File: config.mk
export PLATFORM = sky130hd
export DESIGN_NAME = add_exec
export DESIGN_NICKNAME = d
export VERILOG_FILES = /design/src/design/add_exec_pkg.sv /design/src/design/add_exec.sv
export SDC_FILE = /design/constraint.sdc
export NUM_CORES = 1
export LEC_CHECK = 0
export BUFFER_PORTS_ARGS = -buffer_cell sky130_fd_sc_hd__clkbuf_2
export CORE_ASPECT_RATIO = 1.4
export CORE_MARGIN = 10
export CORE_UTILIZATION = 38
export CTS_BUF_LIST = sky130_fd_sc_hd__clkbuf_4
export DETAILED_ROUTE_END_ITERATION = 8
export HOLD_SLACK_MARGIN = 0.1
export PLACE_DENSITY_LB_ADDON = 0.12
export SLEW_MARGIN = 20
export SYNTH_ARGS = -nofsm -noshare
export SYNTH_HDL_FRONTEND = slang
export SYNTH_SLANG_ARGS = --single-unit
File: constraint.sdc
create_clock -name clock -period 2.3 [get_ports clock]
set_input_delay 0.46 -clock clock [delete_from_list [all_inputs] [get_ports clock]]
set_output_delay 0.46 -clock clock [all_outputs]
set_load 0.02 [all_outputs]
File: src/design/add_exec_pkg.sv
// package for the add execution block: register map, field layout, reset values, states, carriers
// assumes a 32-bit axi4-lite master and an 8-bit data memory with one-cycle read latency
package add_exec_pkg;

  // ======================================================================
  // opcode fields
  localparam logic [7:0] OPC_ADD_LIT = 8'h0f;          // 0000 1111 kkkk kkkk
  localparam logic [5:0] OPC_ADD_FILE = 6'h09;         // 0010 01da ffff ffff
  localparam int LIT_OPC_LSB = 8;
  localparam int FILE_OPC_LSB = 10;
  localparam int DEST_BIT = 9;
  localparam int BANK_BIT = 8;
  localparam logic DEST_ACC = 1'b0;
  localparam logic DEST_FILE = 1'b1;

  // ======================================================================
  // register map (byte addresses) and fields
  localparam int ADDR_W = 8;
  localparam logic [ADDR_W-1:0] CTRL_OFS = 8'h00;      // bit0 enable
  localparam logic [ADDR_W-1:0] ACC_OFS = 8'h04;       // accumulator, bits 7:0
  localparam logic [ADDR_W-1:0] FLAGS_OFS = 8'h08;     // flags, bits 4:0
  localparam logic [ADDR_W-1:0] INFO_OFS = 8'h0c;      // bit0 busy (ro), bit1 bad opcode (w1c)
  localparam logic [ADDR_W-1:0] COUNT_OFS = 8'h10;     // completed adds, bits 15:0 (ro)
  localparam int CTRL_EN_BIT = 0;
  localparam int INFO_BUSY_BIT = 0;
  localparam int INFO_BAD_BIT = 1;
  localparam int FLAG_C_BIT = 0;
  localparam int FLAG_DC_BIT = 1;
  localparam int FLAG_Z_BIT = 2;
  localparam int FLAG_OV_BIT = 3;
  localparam int FLAG_N_BIT = 4;

  localparam logic [1:0] RESP_OKAY = 2'h0;
  localparam logic [1:0] RESP_SLVERR = 2'h2;

  // ======================================================================
  // reset values
  localparam logic CTRL_EN_RST = 1'b1;
  localparam logic [7:0] ACC_RST = 8'h00;
  localparam logic [15:0] COUNT_RST = 16'h0000;

  // ======================================================================
  // types
  typedef enum logic [2:0] {
    PH_IDLE = 3'b000,
    PH_Q1 = 3'b001,
    PH_Q2 = 3'b010,
    PH_Q3 = 3'b011,
    PH_Q4 = 3'b100
  } phase_t;

  typedef struct packed {
    logic n;
    logic signed_wrap_flag;
    logic z;
    logic nibble_carry_flag;
    logic c;
  } flags_t;

  localparam flags_t FLAGS_RST = '{n: 1'b0, signed_wrap_flag: 1'b0, z: 1'b0, nibble_carry_flag: 1'b0, c: 1'b0};

  typedef struct packed {
    logic rd;
    logic wr;
    logic bank;
    logic [7:0] addr;
    logic [7:0] wdata;
  } mem_req_t;

endpackage

File: src/design/add_exec.sv
// execution logic for the two add instructions of an 8-bit core, with an axi4-lite register port
// assumes the decoder holds instr_word while instr_valid is high and memory answers one cycle after rd
`timescale 1ns/1ns
module add_exec (
  input wire logic clock,                                  // 20 MHz core clock
  input wire logic sys_rst,                                // synchronous reset, active high
  input wire logic instr_valid,                            // decoder offers an instruction
  input wire logic [15:0] instr_word,                      // instruction word
  output logic instr_ready,                                // block takes an instruction
  output logic instr_done,                                 // pulse in the cycle after the write-back phase
  output add_exec_pkg::mem_req_t mem_req,                  // data memory request
  input wire logic [7:0] mem_rd_data,                      // read data, one cycle after rd
  output logic [7:0] acc_out,                              // accumulator
  output add_exec_pkg::flags_t flags_out,                  // status flags
  input wire logic awvalid,                                // axi write address valid
  output logic awready,                                    // axi write address ready
  input wire logic [add_exec_pkg::ADDR_W-1:0] awaddr,      // axi write address
  input wire logic wvalid,                                 // axi write data valid
  output logic wready,                                     // axi write data ready
  input wire logic [31:0] wdata,                           // axi write data
  input wire logic [3:0] wstrb,                            // axi write strobes
  output logic bvalid,                                     // axi write response valid
  input wire logic bready,                                 // axi write response ready
  output logic [1:0] bresp,                                // axi write response
  input wire logic arvalid,                                // axi read address valid
  output logic arready,                                    // axi read address ready
  input wire logic [add_exec_pkg::ADDR_W-1:0] araddr,      // axi read address
  output logic rvalid,                                     // axi read data valid
  input wire logic rready,                                 // axi read data ready
  output logic [31:0] rdata,                               // axi read data
  output logic [1:0] rresp                                 // axi read response
);

  // ======================================================================
  // state
  typedef struct packed {
    add_exec_pkg::phase_t phase;
    logic is_file;
    logic dest;
    logic [7:0] literal;
    logic [7:0] operand;
    logic [7:0] result;
    add_exec_pkg::flags_t new_flags;
    logic [7:0] acc;
    add_exec_pkg::flags_t flags;
    logic enable;
    logic bad_op;
    logic [15:0] add_count;
    add_exec_pkg::mem_req_t mem;
    logic instr_ready;
    logic done;
    logic awready;
    logic wready;
    logic aw_have;
    logic w_have;
    logic [add_exec_pkg::ADDR_W-1:0] awaddr;
    logic [7:0] wdata;
    logic wstrb0;
    logic bvalid;
    logic [1:0] bresp;
    logic arready;
    logic rvalid;
    logic [31:0] rdata;
    logic [1:0] rresp;
  } state_t;

  state_t st_r;
  state_t st_nxt;

  // slave channels leave reset ready; the instruction port opens one edge later
  localparam state_t ST_RST = '{
    phase: add_exec_pkg::PH_IDLE, is_file: 1'b0, dest: 1'b0, literal: 8'h00, operand: 8'h00,
    result: 8'h00, new_flags: add_exec_pkg::FLAGS_RST, acc: add_exec_pkg::ACC_RST,
    flags: add_exec_pkg::FLAGS_RST, enable: add_exec_pkg::CTRL_EN_RST, bad_op: 1'b0,
    add_count: add_exec_pkg::COUNT_RST, mem: '0, instr_ready: 1'b0, done: 1'b0,
    awready: 1'b1, wready: 1'b1, aw_have: 1'b0, w_have: 1'b0, awaddr: 8'h00, wdata: 8'h00,
    wstrb0: 1'b0, bvalid: 1'b0, bresp: add_exec_pkg::RESP_OKAY, arready: 1'b1, rvalid: 1'b0,
    rdata: 32'h0000_0000, rresp: add_exec_pkg::RESP_OKAY};

  // ======================================================================
  // helpers
  // opcode decoders are functions so that every caller sees the same field layout
  function automatic logic is_add_lit(input logic [15:0] w);
    is_add_lit = (w[15:add_exec_pkg::LIT_OPC_LSB] == add_exec_pkg::OPC_ADD_LIT);
  endfunction

  function automatic logic is_add_file(input logic [15:0] w);
    is_add_file = (w[15:add_exec_pkg::FILE_OPC_LSB] == add_exec_pkg::OPC_ADD_FILE);
  endfunction

  function automatic logic addr_mapped(input logic [add_exec_pkg::ADDR_W-1:0] a);
    addr_mapped = (a == add_exec_pkg::CTRL_OFS) || (a == add_exec_pkg::ACC_OFS) ||
                  (a == add_exec_pkg::FLAGS_OFS) || (a == add_exec_pkg::INFO_OFS) ||
                  (a == add_exec_pkg::COUNT_OFS);
  endfunction

  // ======================================================================
  // adder and flags, shared by both instructions
  logic [8:0] sum9;
  logic [4:0] nib5;
  add_exec_pkg::flags_t sum_flags;

  always_comb begin
    // operand is latched in Q2, so both inputs stand still through Q3
    sum9 = {1'b0, st_r.acc} + {1'b0, st_r.operand};
    nib5 = {1'b0, st_r.acc[3:0]} + {1'b0, st_r.operand[3:0]};
    sum_flags.c = sum9[8];
    sum_flags.nibble_carry_flag = nib5[4];
    sum_flags.z = (sum9[7:0] == 8'h00);
    sum_flags.n = sum9[7];
    // two like signs giving the other sign is a signed wrap
    sum_flags.signed_wrap_flag = (st_r.acc[7] == st_r.operand[7]) && (sum9[7] != st_r.acc[7]);
  end

  // ======================================================================
  // next state
  logic busy;
  logic sw_write;
  logic bad_set;
  logic [31:0] rd_word;

  always_comb begin
    st_nxt = st_r;
    busy = (st_r.phase != add_exec_pkg::PH_IDLE);
    st_nxt.done = 1'b0;
    bad_set = 1'b0;

    // ---- instruction sequence, one phase per clock ----
    case (st_r.phase)
      add_exec_pkg::PH_IDLE: begin
        if (instr_valid && st_r.instr_ready) begin
          st_nxt.instr_ready = 1'b0;
          if (is_add_lit(instr_word)) begin
            st_nxt.phase = add_exec_pkg::PH_Q1;
            st_nxt.is_file = 1'b0;
            st_nxt.dest = add_exec_pkg::DEST_ACC;
            st_nxt.literal = instr_word[7:0];
          end else if (is_add_file(instr_word)) begin
            st_nxt.phase = add_exec_pkg::PH_Q1;
            st_nxt.is_file = 1'b1;
            st_nxt.dest = instr_word[add_exec_pkg::DEST_BIT];
            st_nxt.mem.rd = 1'b1;
            st_nxt.mem.bank = instr_word[add_exec_pkg::BANK_BIT];
            st_nxt.mem.addr = instr_word[7:0];
          end else begin
            // not ours: flagged and dropped, the decoder must route it elsewhere
            st_nxt.bad_op = 1'b1;
            bad_set = 1'b1;
            st_nxt.instr_ready = st_r.enable;
          end
        end else begin
          st_nxt.instr_ready = st_r.enable;
        end
      end
      add_exec_pkg::PH_Q1: begin
        // memory sees the read in this cycle and answers in the next
        st_nxt.mem.rd = 1'b0;
        st_nxt.phase = add_exec_pkg::PH_Q2;
      end
      add_exec_pkg::PH_Q2: begin
        st_nxt.operand = st_r.is_file ? mem_rd_data : st_r.literal;
        st_nxt.phase = add_exec_pkg::PH_Q3;
      end
      add_exec_pkg::PH_Q3: begin
        // a register destination's write request is raised for Q4, so it lands at the same edge as the accumulator slot
        st_nxt.result = sum9[7:0];
        st_nxt.new_flags = sum_flags;
        if (st_r.is_file && st_r.dest == add_exec_pkg::DEST_FILE) begin
          st_nxt.mem.wr = 1'b1;
          st_nxt.mem.wdata = sum9[7:0];
        end
        st_nxt.phase = add_exec_pkg::PH_Q4;
      end
      add_exec_pkg::PH_Q4: begin
        // write-back: accumulator, flags and the done pulse land at one edge
        st_nxt.mem.wr = 1'b0;
        if (st_r.dest == add_exec_pkg::DEST_ACC) begin
          st_nxt.acc = st_r.result;
        end
        st_nxt.flags = st_r.new_flags;
        st_nxt.add_count = st_r.add_count + 16'h0001;
        st_nxt.done = 1'b1;
        st_nxt.phase = add_exec_pkg::PH_IDLE;
        st_nxt.instr_ready = st_r.enable;
      end
      default: begin
        st_nxt.phase = add_exec_pkg::PH_IDLE;
        st_nxt.mem = '0;
      end
    endcase

    // ---- axi write channel ----
    // address and data are latched apart so either may come first; the answer waits for both
    if (awvalid && st_r.awready) begin
      st_nxt.aw_have = 1'b1;
      st_nxt.awready = 1'b0;
      st_nxt.awaddr = awaddr;
    end
    if (wvalid && st_r.wready) begin
      st_nxt.w_have = 1'b1;
      st_nxt.wready = 1'b0;
      st_nxt.wdata = wdata[7:0];
      st_nxt.wstrb0 = wstrb[0];
    end
    sw_write = st_r.aw_have && st_r.w_have && !st_r.bvalid;
    if (sw_write) begin
      st_nxt.aw_have = 1'b0;
      st_nxt.w_have = 1'b0;
      st_nxt.bvalid = 1'b1;
      st_nxt.bresp = addr_mapped(st_r.awaddr) ? add_exec_pkg::RESP_OKAY : add_exec_pkg::RESP_SLVERR;
      if (st_r.wstrb0) begin
        case (st_r.awaddr)
          add_exec_pkg::CTRL_OFS: begin
            st_nxt.enable = st_r.wdata[add_exec_pkg::CTRL_EN_BIT];
          end
          // accumulator and flags belong to the sequence while it runs; late writes are dropped
          add_exec_pkg::ACC_OFS: begin
            if (!busy) begin
              st_nxt.acc = st_r.wdata;
            end
          end
          add_exec_pkg::FLAGS_OFS: begin
            if (!busy) begin
              st_nxt.flags = st_r.wdata[4:0];
            end
          end
          add_exec_pkg::INFO_OFS: begin
            // a bad opcode seen in this same cycle keeps the bit set
            if (st_r.wdata[add_exec_pkg::INFO_BAD_BIT] && !bad_set) begin
              st_nxt.bad_op = 1'b0;
            end
          end
          default: begin
          end
        endcase
      end
    end
    if (st_r.bvalid && bready) begin
      st_nxt.bvalid = 1'b0;
      st_nxt.awready = 1'b1;
      st_nxt.wready = 1'b1;
    end

    // ---- axi read channel ----
    // read data is captured at the address handshake and held until rready
    rd_word = 32'h0000_0000;
    case (araddr)
      add_exec_pkg::CTRL_OFS: rd_word[add_exec_pkg::CTRL_EN_BIT] = st_r.enable;
      add_exec_pkg::ACC_OFS: rd_word[7:0] = st_r.acc;
      add_exec_pkg::FLAGS_OFS: rd_word[4:0] = st_r.flags;
      add_exec_pkg::INFO_OFS: begin
        rd_word[add_exec_pkg::INFO_BUSY_BIT] = busy;
        rd_word[add_exec_pkg::INFO_BAD_BIT] = st_r.bad_op;
      end
      add_exec_pkg::COUNT_OFS: rd_word[15:0] = st_r.add_count;
      default: rd_word = 32'h0000_0000;
    endcase
    if (arvalid && st_r.arready) begin
      st_nxt.arready = 1'b0;
      st_nxt.rvalid = 1'b1;
      st_nxt.rdata = rd_word;
      st_nxt.rresp = addr_mapped(araddr) ? add_exec_pkg::RESP_OKAY : add_exec_pkg::RESP_SLVERR;
    end
    if (st_r.rvalid && rready) begin
      st_nxt.rvalid = 1'b0;
      st_nxt.arready = 1'b1;
    end
  end

  // ======================================================================
  // registers
  // synchronous reset returns the whole state struct at once
  always_ff @(posedge clock) begin
    if (sys_rst) begin
      st_r <= ST_RST;
    end else begin
      st_r <= st_nxt;
    end
  end

  // ======================================================================
  // outputs, all straight from the state register
  assign instr_ready = st_r.instr_ready;
  assign instr_done = st_r.done;
  assign mem_req = st_r.mem;
  assign acc_out = st_r.acc;
  assign flags_out = st_r.flags;
  assign awready = st_r.awready;
  assign wready = st_r.wready;
  assign bvalid = st_r.bvalid;
  assign bresp = st_r.bresp;
  assign arready = st_r.arready;
  assign rvalid = st_r.rvalid;
  assign rdata = st_r.rdata;
  assign rresp = st_r.rresp;

endmodule

==> metrics.md <==
| Metric | Value |
|---|---|
| Clock sink count | `127` |
| Hold Fails Final Rpt | `0` |
| Post-Syn Area | `6090 sq um` |
| WP data required | `2.76 ns` |
| Initial antenna violation count | `0` |
| Max_slew headroom | `41.3%` |
| Max rail drop VDD | `0.000314 V` |
| # rows | `54` |
| Fmax | `485 MHz` |
| Vert. Die Dim | `170 microns` |
| RSZ-0062 raised after global routing | `no` |
| Max-cap violations | `0` |
| GRT Residual Overflow | `0` |
| Crit share post-route | `89.6%` |
| Vias in the first global route | `5,181` |
| Initial Utilization | `38.9%` |
| Antenna viol nets, final | `0` |
| Final Core Density | `43.3%` |
| DRC | `0` |
| Leading cell types in the layout, fill and taps excluded | `127 x dfxtp_1, 112 x clkbuf_2, 82 x nand2_1` |
| Setup Skew | `0.0145 ns` |
| WS Path Type | `register to register` |
| Vias post-DR | `5,131` |
| DR pass1 iterations | `5` |
| Fillers | `1,619` |
| Post-Synthesis Cells | `725` |
| Largest net degree at the start of global routing | `53` |
| #FFs+latches synth | `127` |
| Sequential share of the synthesized area | `41.7%` |
| Leading cell type in the layout, fill and taps excluded | `dfxtp_1` |
| Hold Path Class | `input port to register` |
| Tot GR Track Use | `15.0%` |
| CTS Buffer Depth | `2` |
| Leak | `2.68 nW` |
| # IOs | `159` |
| Ant diodes | `0` |
| Clock latency on the worst-skew pair | `0.52 ns` |
| Wire per inst | `16.2 microns` |
| CTS Root Cell | `clkbuf_4` |
| FF-to-FF setup slack | `0.24 ns` |
| Post-Syn Area per Cell | `8.40 sq um` |
| YS warnings | `0` |
| Vias per cell | `5.14` |
| Tmin final | `2.06 ns` |
| Endpoints failing setup | `0` |
| Post-route setup TNS | `0 ns` |
| Fin. max-slew vios | `0` |
| Power Total | `4.04 mW` |
| Post-synth EDFFs | `0` |
| Post-synth ARST share | `0%` |
| I/O Buffers | `113` |
| WP data arrival | `2.52 ns` |
| Netlist cell types | `63` |
| Endpoint type of the worst setup path | `register` |
| GPL Wtd Cong | `0.819` |
| Die X | `127 microns` |
| CP max FO | `4` |
| Share of cells above drive strength 1 | `23.0%` |
| Area growth syn-to-layout | `11.4%` |
| Worst Reg-to-Reg Cells | `8` |
| First-pass GRT wire length | `26.3 mm` |
| Die area | `21,600 sq um` |
| Total Wirelength | `16.2 mm` |
| CTS tree | `built` |
| Dominant synthesized flop cell | `dfxtp_1` |
| Status | `finished clean` |
| Cts bufs inserted | `17` |
| Core area | `15,700 sq um` |
| H-tree depth | `4` |
| Clk pin slew, worst setup/hold paths | `0.11 ns` |
| Nets@finish | `888` |
| Initial DRC count | `289` |
| Hold depth | `3` |
| Startpoint type of the worst setup path | `register` |
| Slew @ Worst Pin | `0.877 ns` |
| Power density over cell area | `595 nW/um^2` |
| Hpwl dp | `12.5 mm` |
[metal layers]
layer | GRT usage (%) | up-vias | share of wire [%]
met2 | 26.8 | 121 | 53
li1 | - | 2599 | -
met3 | 5.57 | 9 | 5.3
met1 | 16.0 | 2402 | 41
met5 | 0 | - | 0
met4 | 4.71 | 0 | 1.3
[stage by stage]
stage / cell area, sq um / hold WS [ns] / setup slack, ns / cells
floorplan: 6160 / 0.428 / 0.421 / 742
global placement: 6480 / 0.441 / 0.268 / 967
detailed placement: 6480 / 0.446 / 0.235 / 967
CTS: 6780 / 0.101 / 0.220 / 998
global route: 6790 / 0.0994 / 0.0690 / 999
finish: 6790 / 0.160 / 0.238 / 999
[synth_stat cells (3+ instances only)]
cell type  count  share of area, %
dfxtp_1      127                42
inv_1         12              0.74
mux2i_1       17               2.8
nand4_1        8              0.82
a311oi_2       8               2.0
a211oi_1      10               1.2
a21oi_1       68               5.6
xor2_1         5              0.72
ha_1           9               1.8
buf_2          7              0.57
nand3_1       43               3.5
and2_1         4              0.41
nor2_1        80               4.9
nor3_1        14               1.1
nand3b_1       3              0.37
nor2b_1        7              0.72
o21ai_0       31               2.5
a22o_1         4              0.57
a22oi_1       17               2.1
or3_1          8              0.82
buf_4         68               8.4
a311oi_1       8               1.1
clkbuf_1      29               1.8
nand2_1       82               5.1
xnor2_1        8               1.1
[power breakdown]
part	leakage [nW]	internal, mW	switching [mW]
Clock	0.147	0.743	0.770
Sequential	1.03	2.23	0.0310
Combinational	1.51	0.100	0.165
[cell families after synthesis]
| family | share of synthesized area, % |
|---|---|
| flip-flops | 41.7 |
| XOR/XNOR | 1.87 |
| multiplexers | 3.16 |
| other | 0.0615 |
| buffers and inverters | 11.8 |
| AO/OA/AOI/OAI | 17.9 |
| adder cells (fa/ha/maj) | 2.18 |
| AND/OR/NAND/NOR | 21.3 |
[repair_timing]
| item | in CTS | in global routing |
|---|---|---|
| resized for setup | 0 | 0 |
| hold buffers | 3 | 1 |
| hold endpoints to repair | 3 | 1 |
| buffers inserted | 0 | 0 |
[final timing paths]
| path | start | end |
|---|---|---|
| max | acc_out[0] | st_r[114] |
| min | wdata[3] | st_r[43] |
| max reg2reg | acc_out[0] | st_r[114] |
| min reg2reg | rdata[0] | rdata[0] |
[worst max-delay path: stages (launching register included)]
cell and delay, ns:
dfxtp_1 0.38, ha_1 0.21, inv_1 0.07, fa_1 0.40, nor2b_1 0.19, o31ai_2 0.11, a21o_1 0.20, a221o_1 0.31
o21ai_0 0.14
[state kept, by name, indices dropped and copies added, names as in the netlist]
signal / flops
acc_out: 8
arready: 1
awready: 1
bresp: 1
bvalid: 1
flags_out: 5
instr_done: 1
instr_ready: 1
mem_req: 19
rdata: 16
rresp: 1
rvalid: 1
st_r: 70
wready: 1
[layout make-up]
| class | count | area, sq um | area share [%] |
|---|---|---|---|
| Timing Repair Buffer | 140 | 793 | 11.7 |
| Clock inverter | 9 | 121 | 1.79 |
| Clock buffer | 19 | 143 | 2.10 |
| Sequential cell | 127 | 2540 | 37.5 |
| Multi-Input combinational cell | 496 | 2900 | 42.7 |
| Inverter | 12 | 45.0 | 0.664 |
| Tap cell | 196 | 245 | 3.61 |
Note: power is estimated with default switching activity, not from simulation.
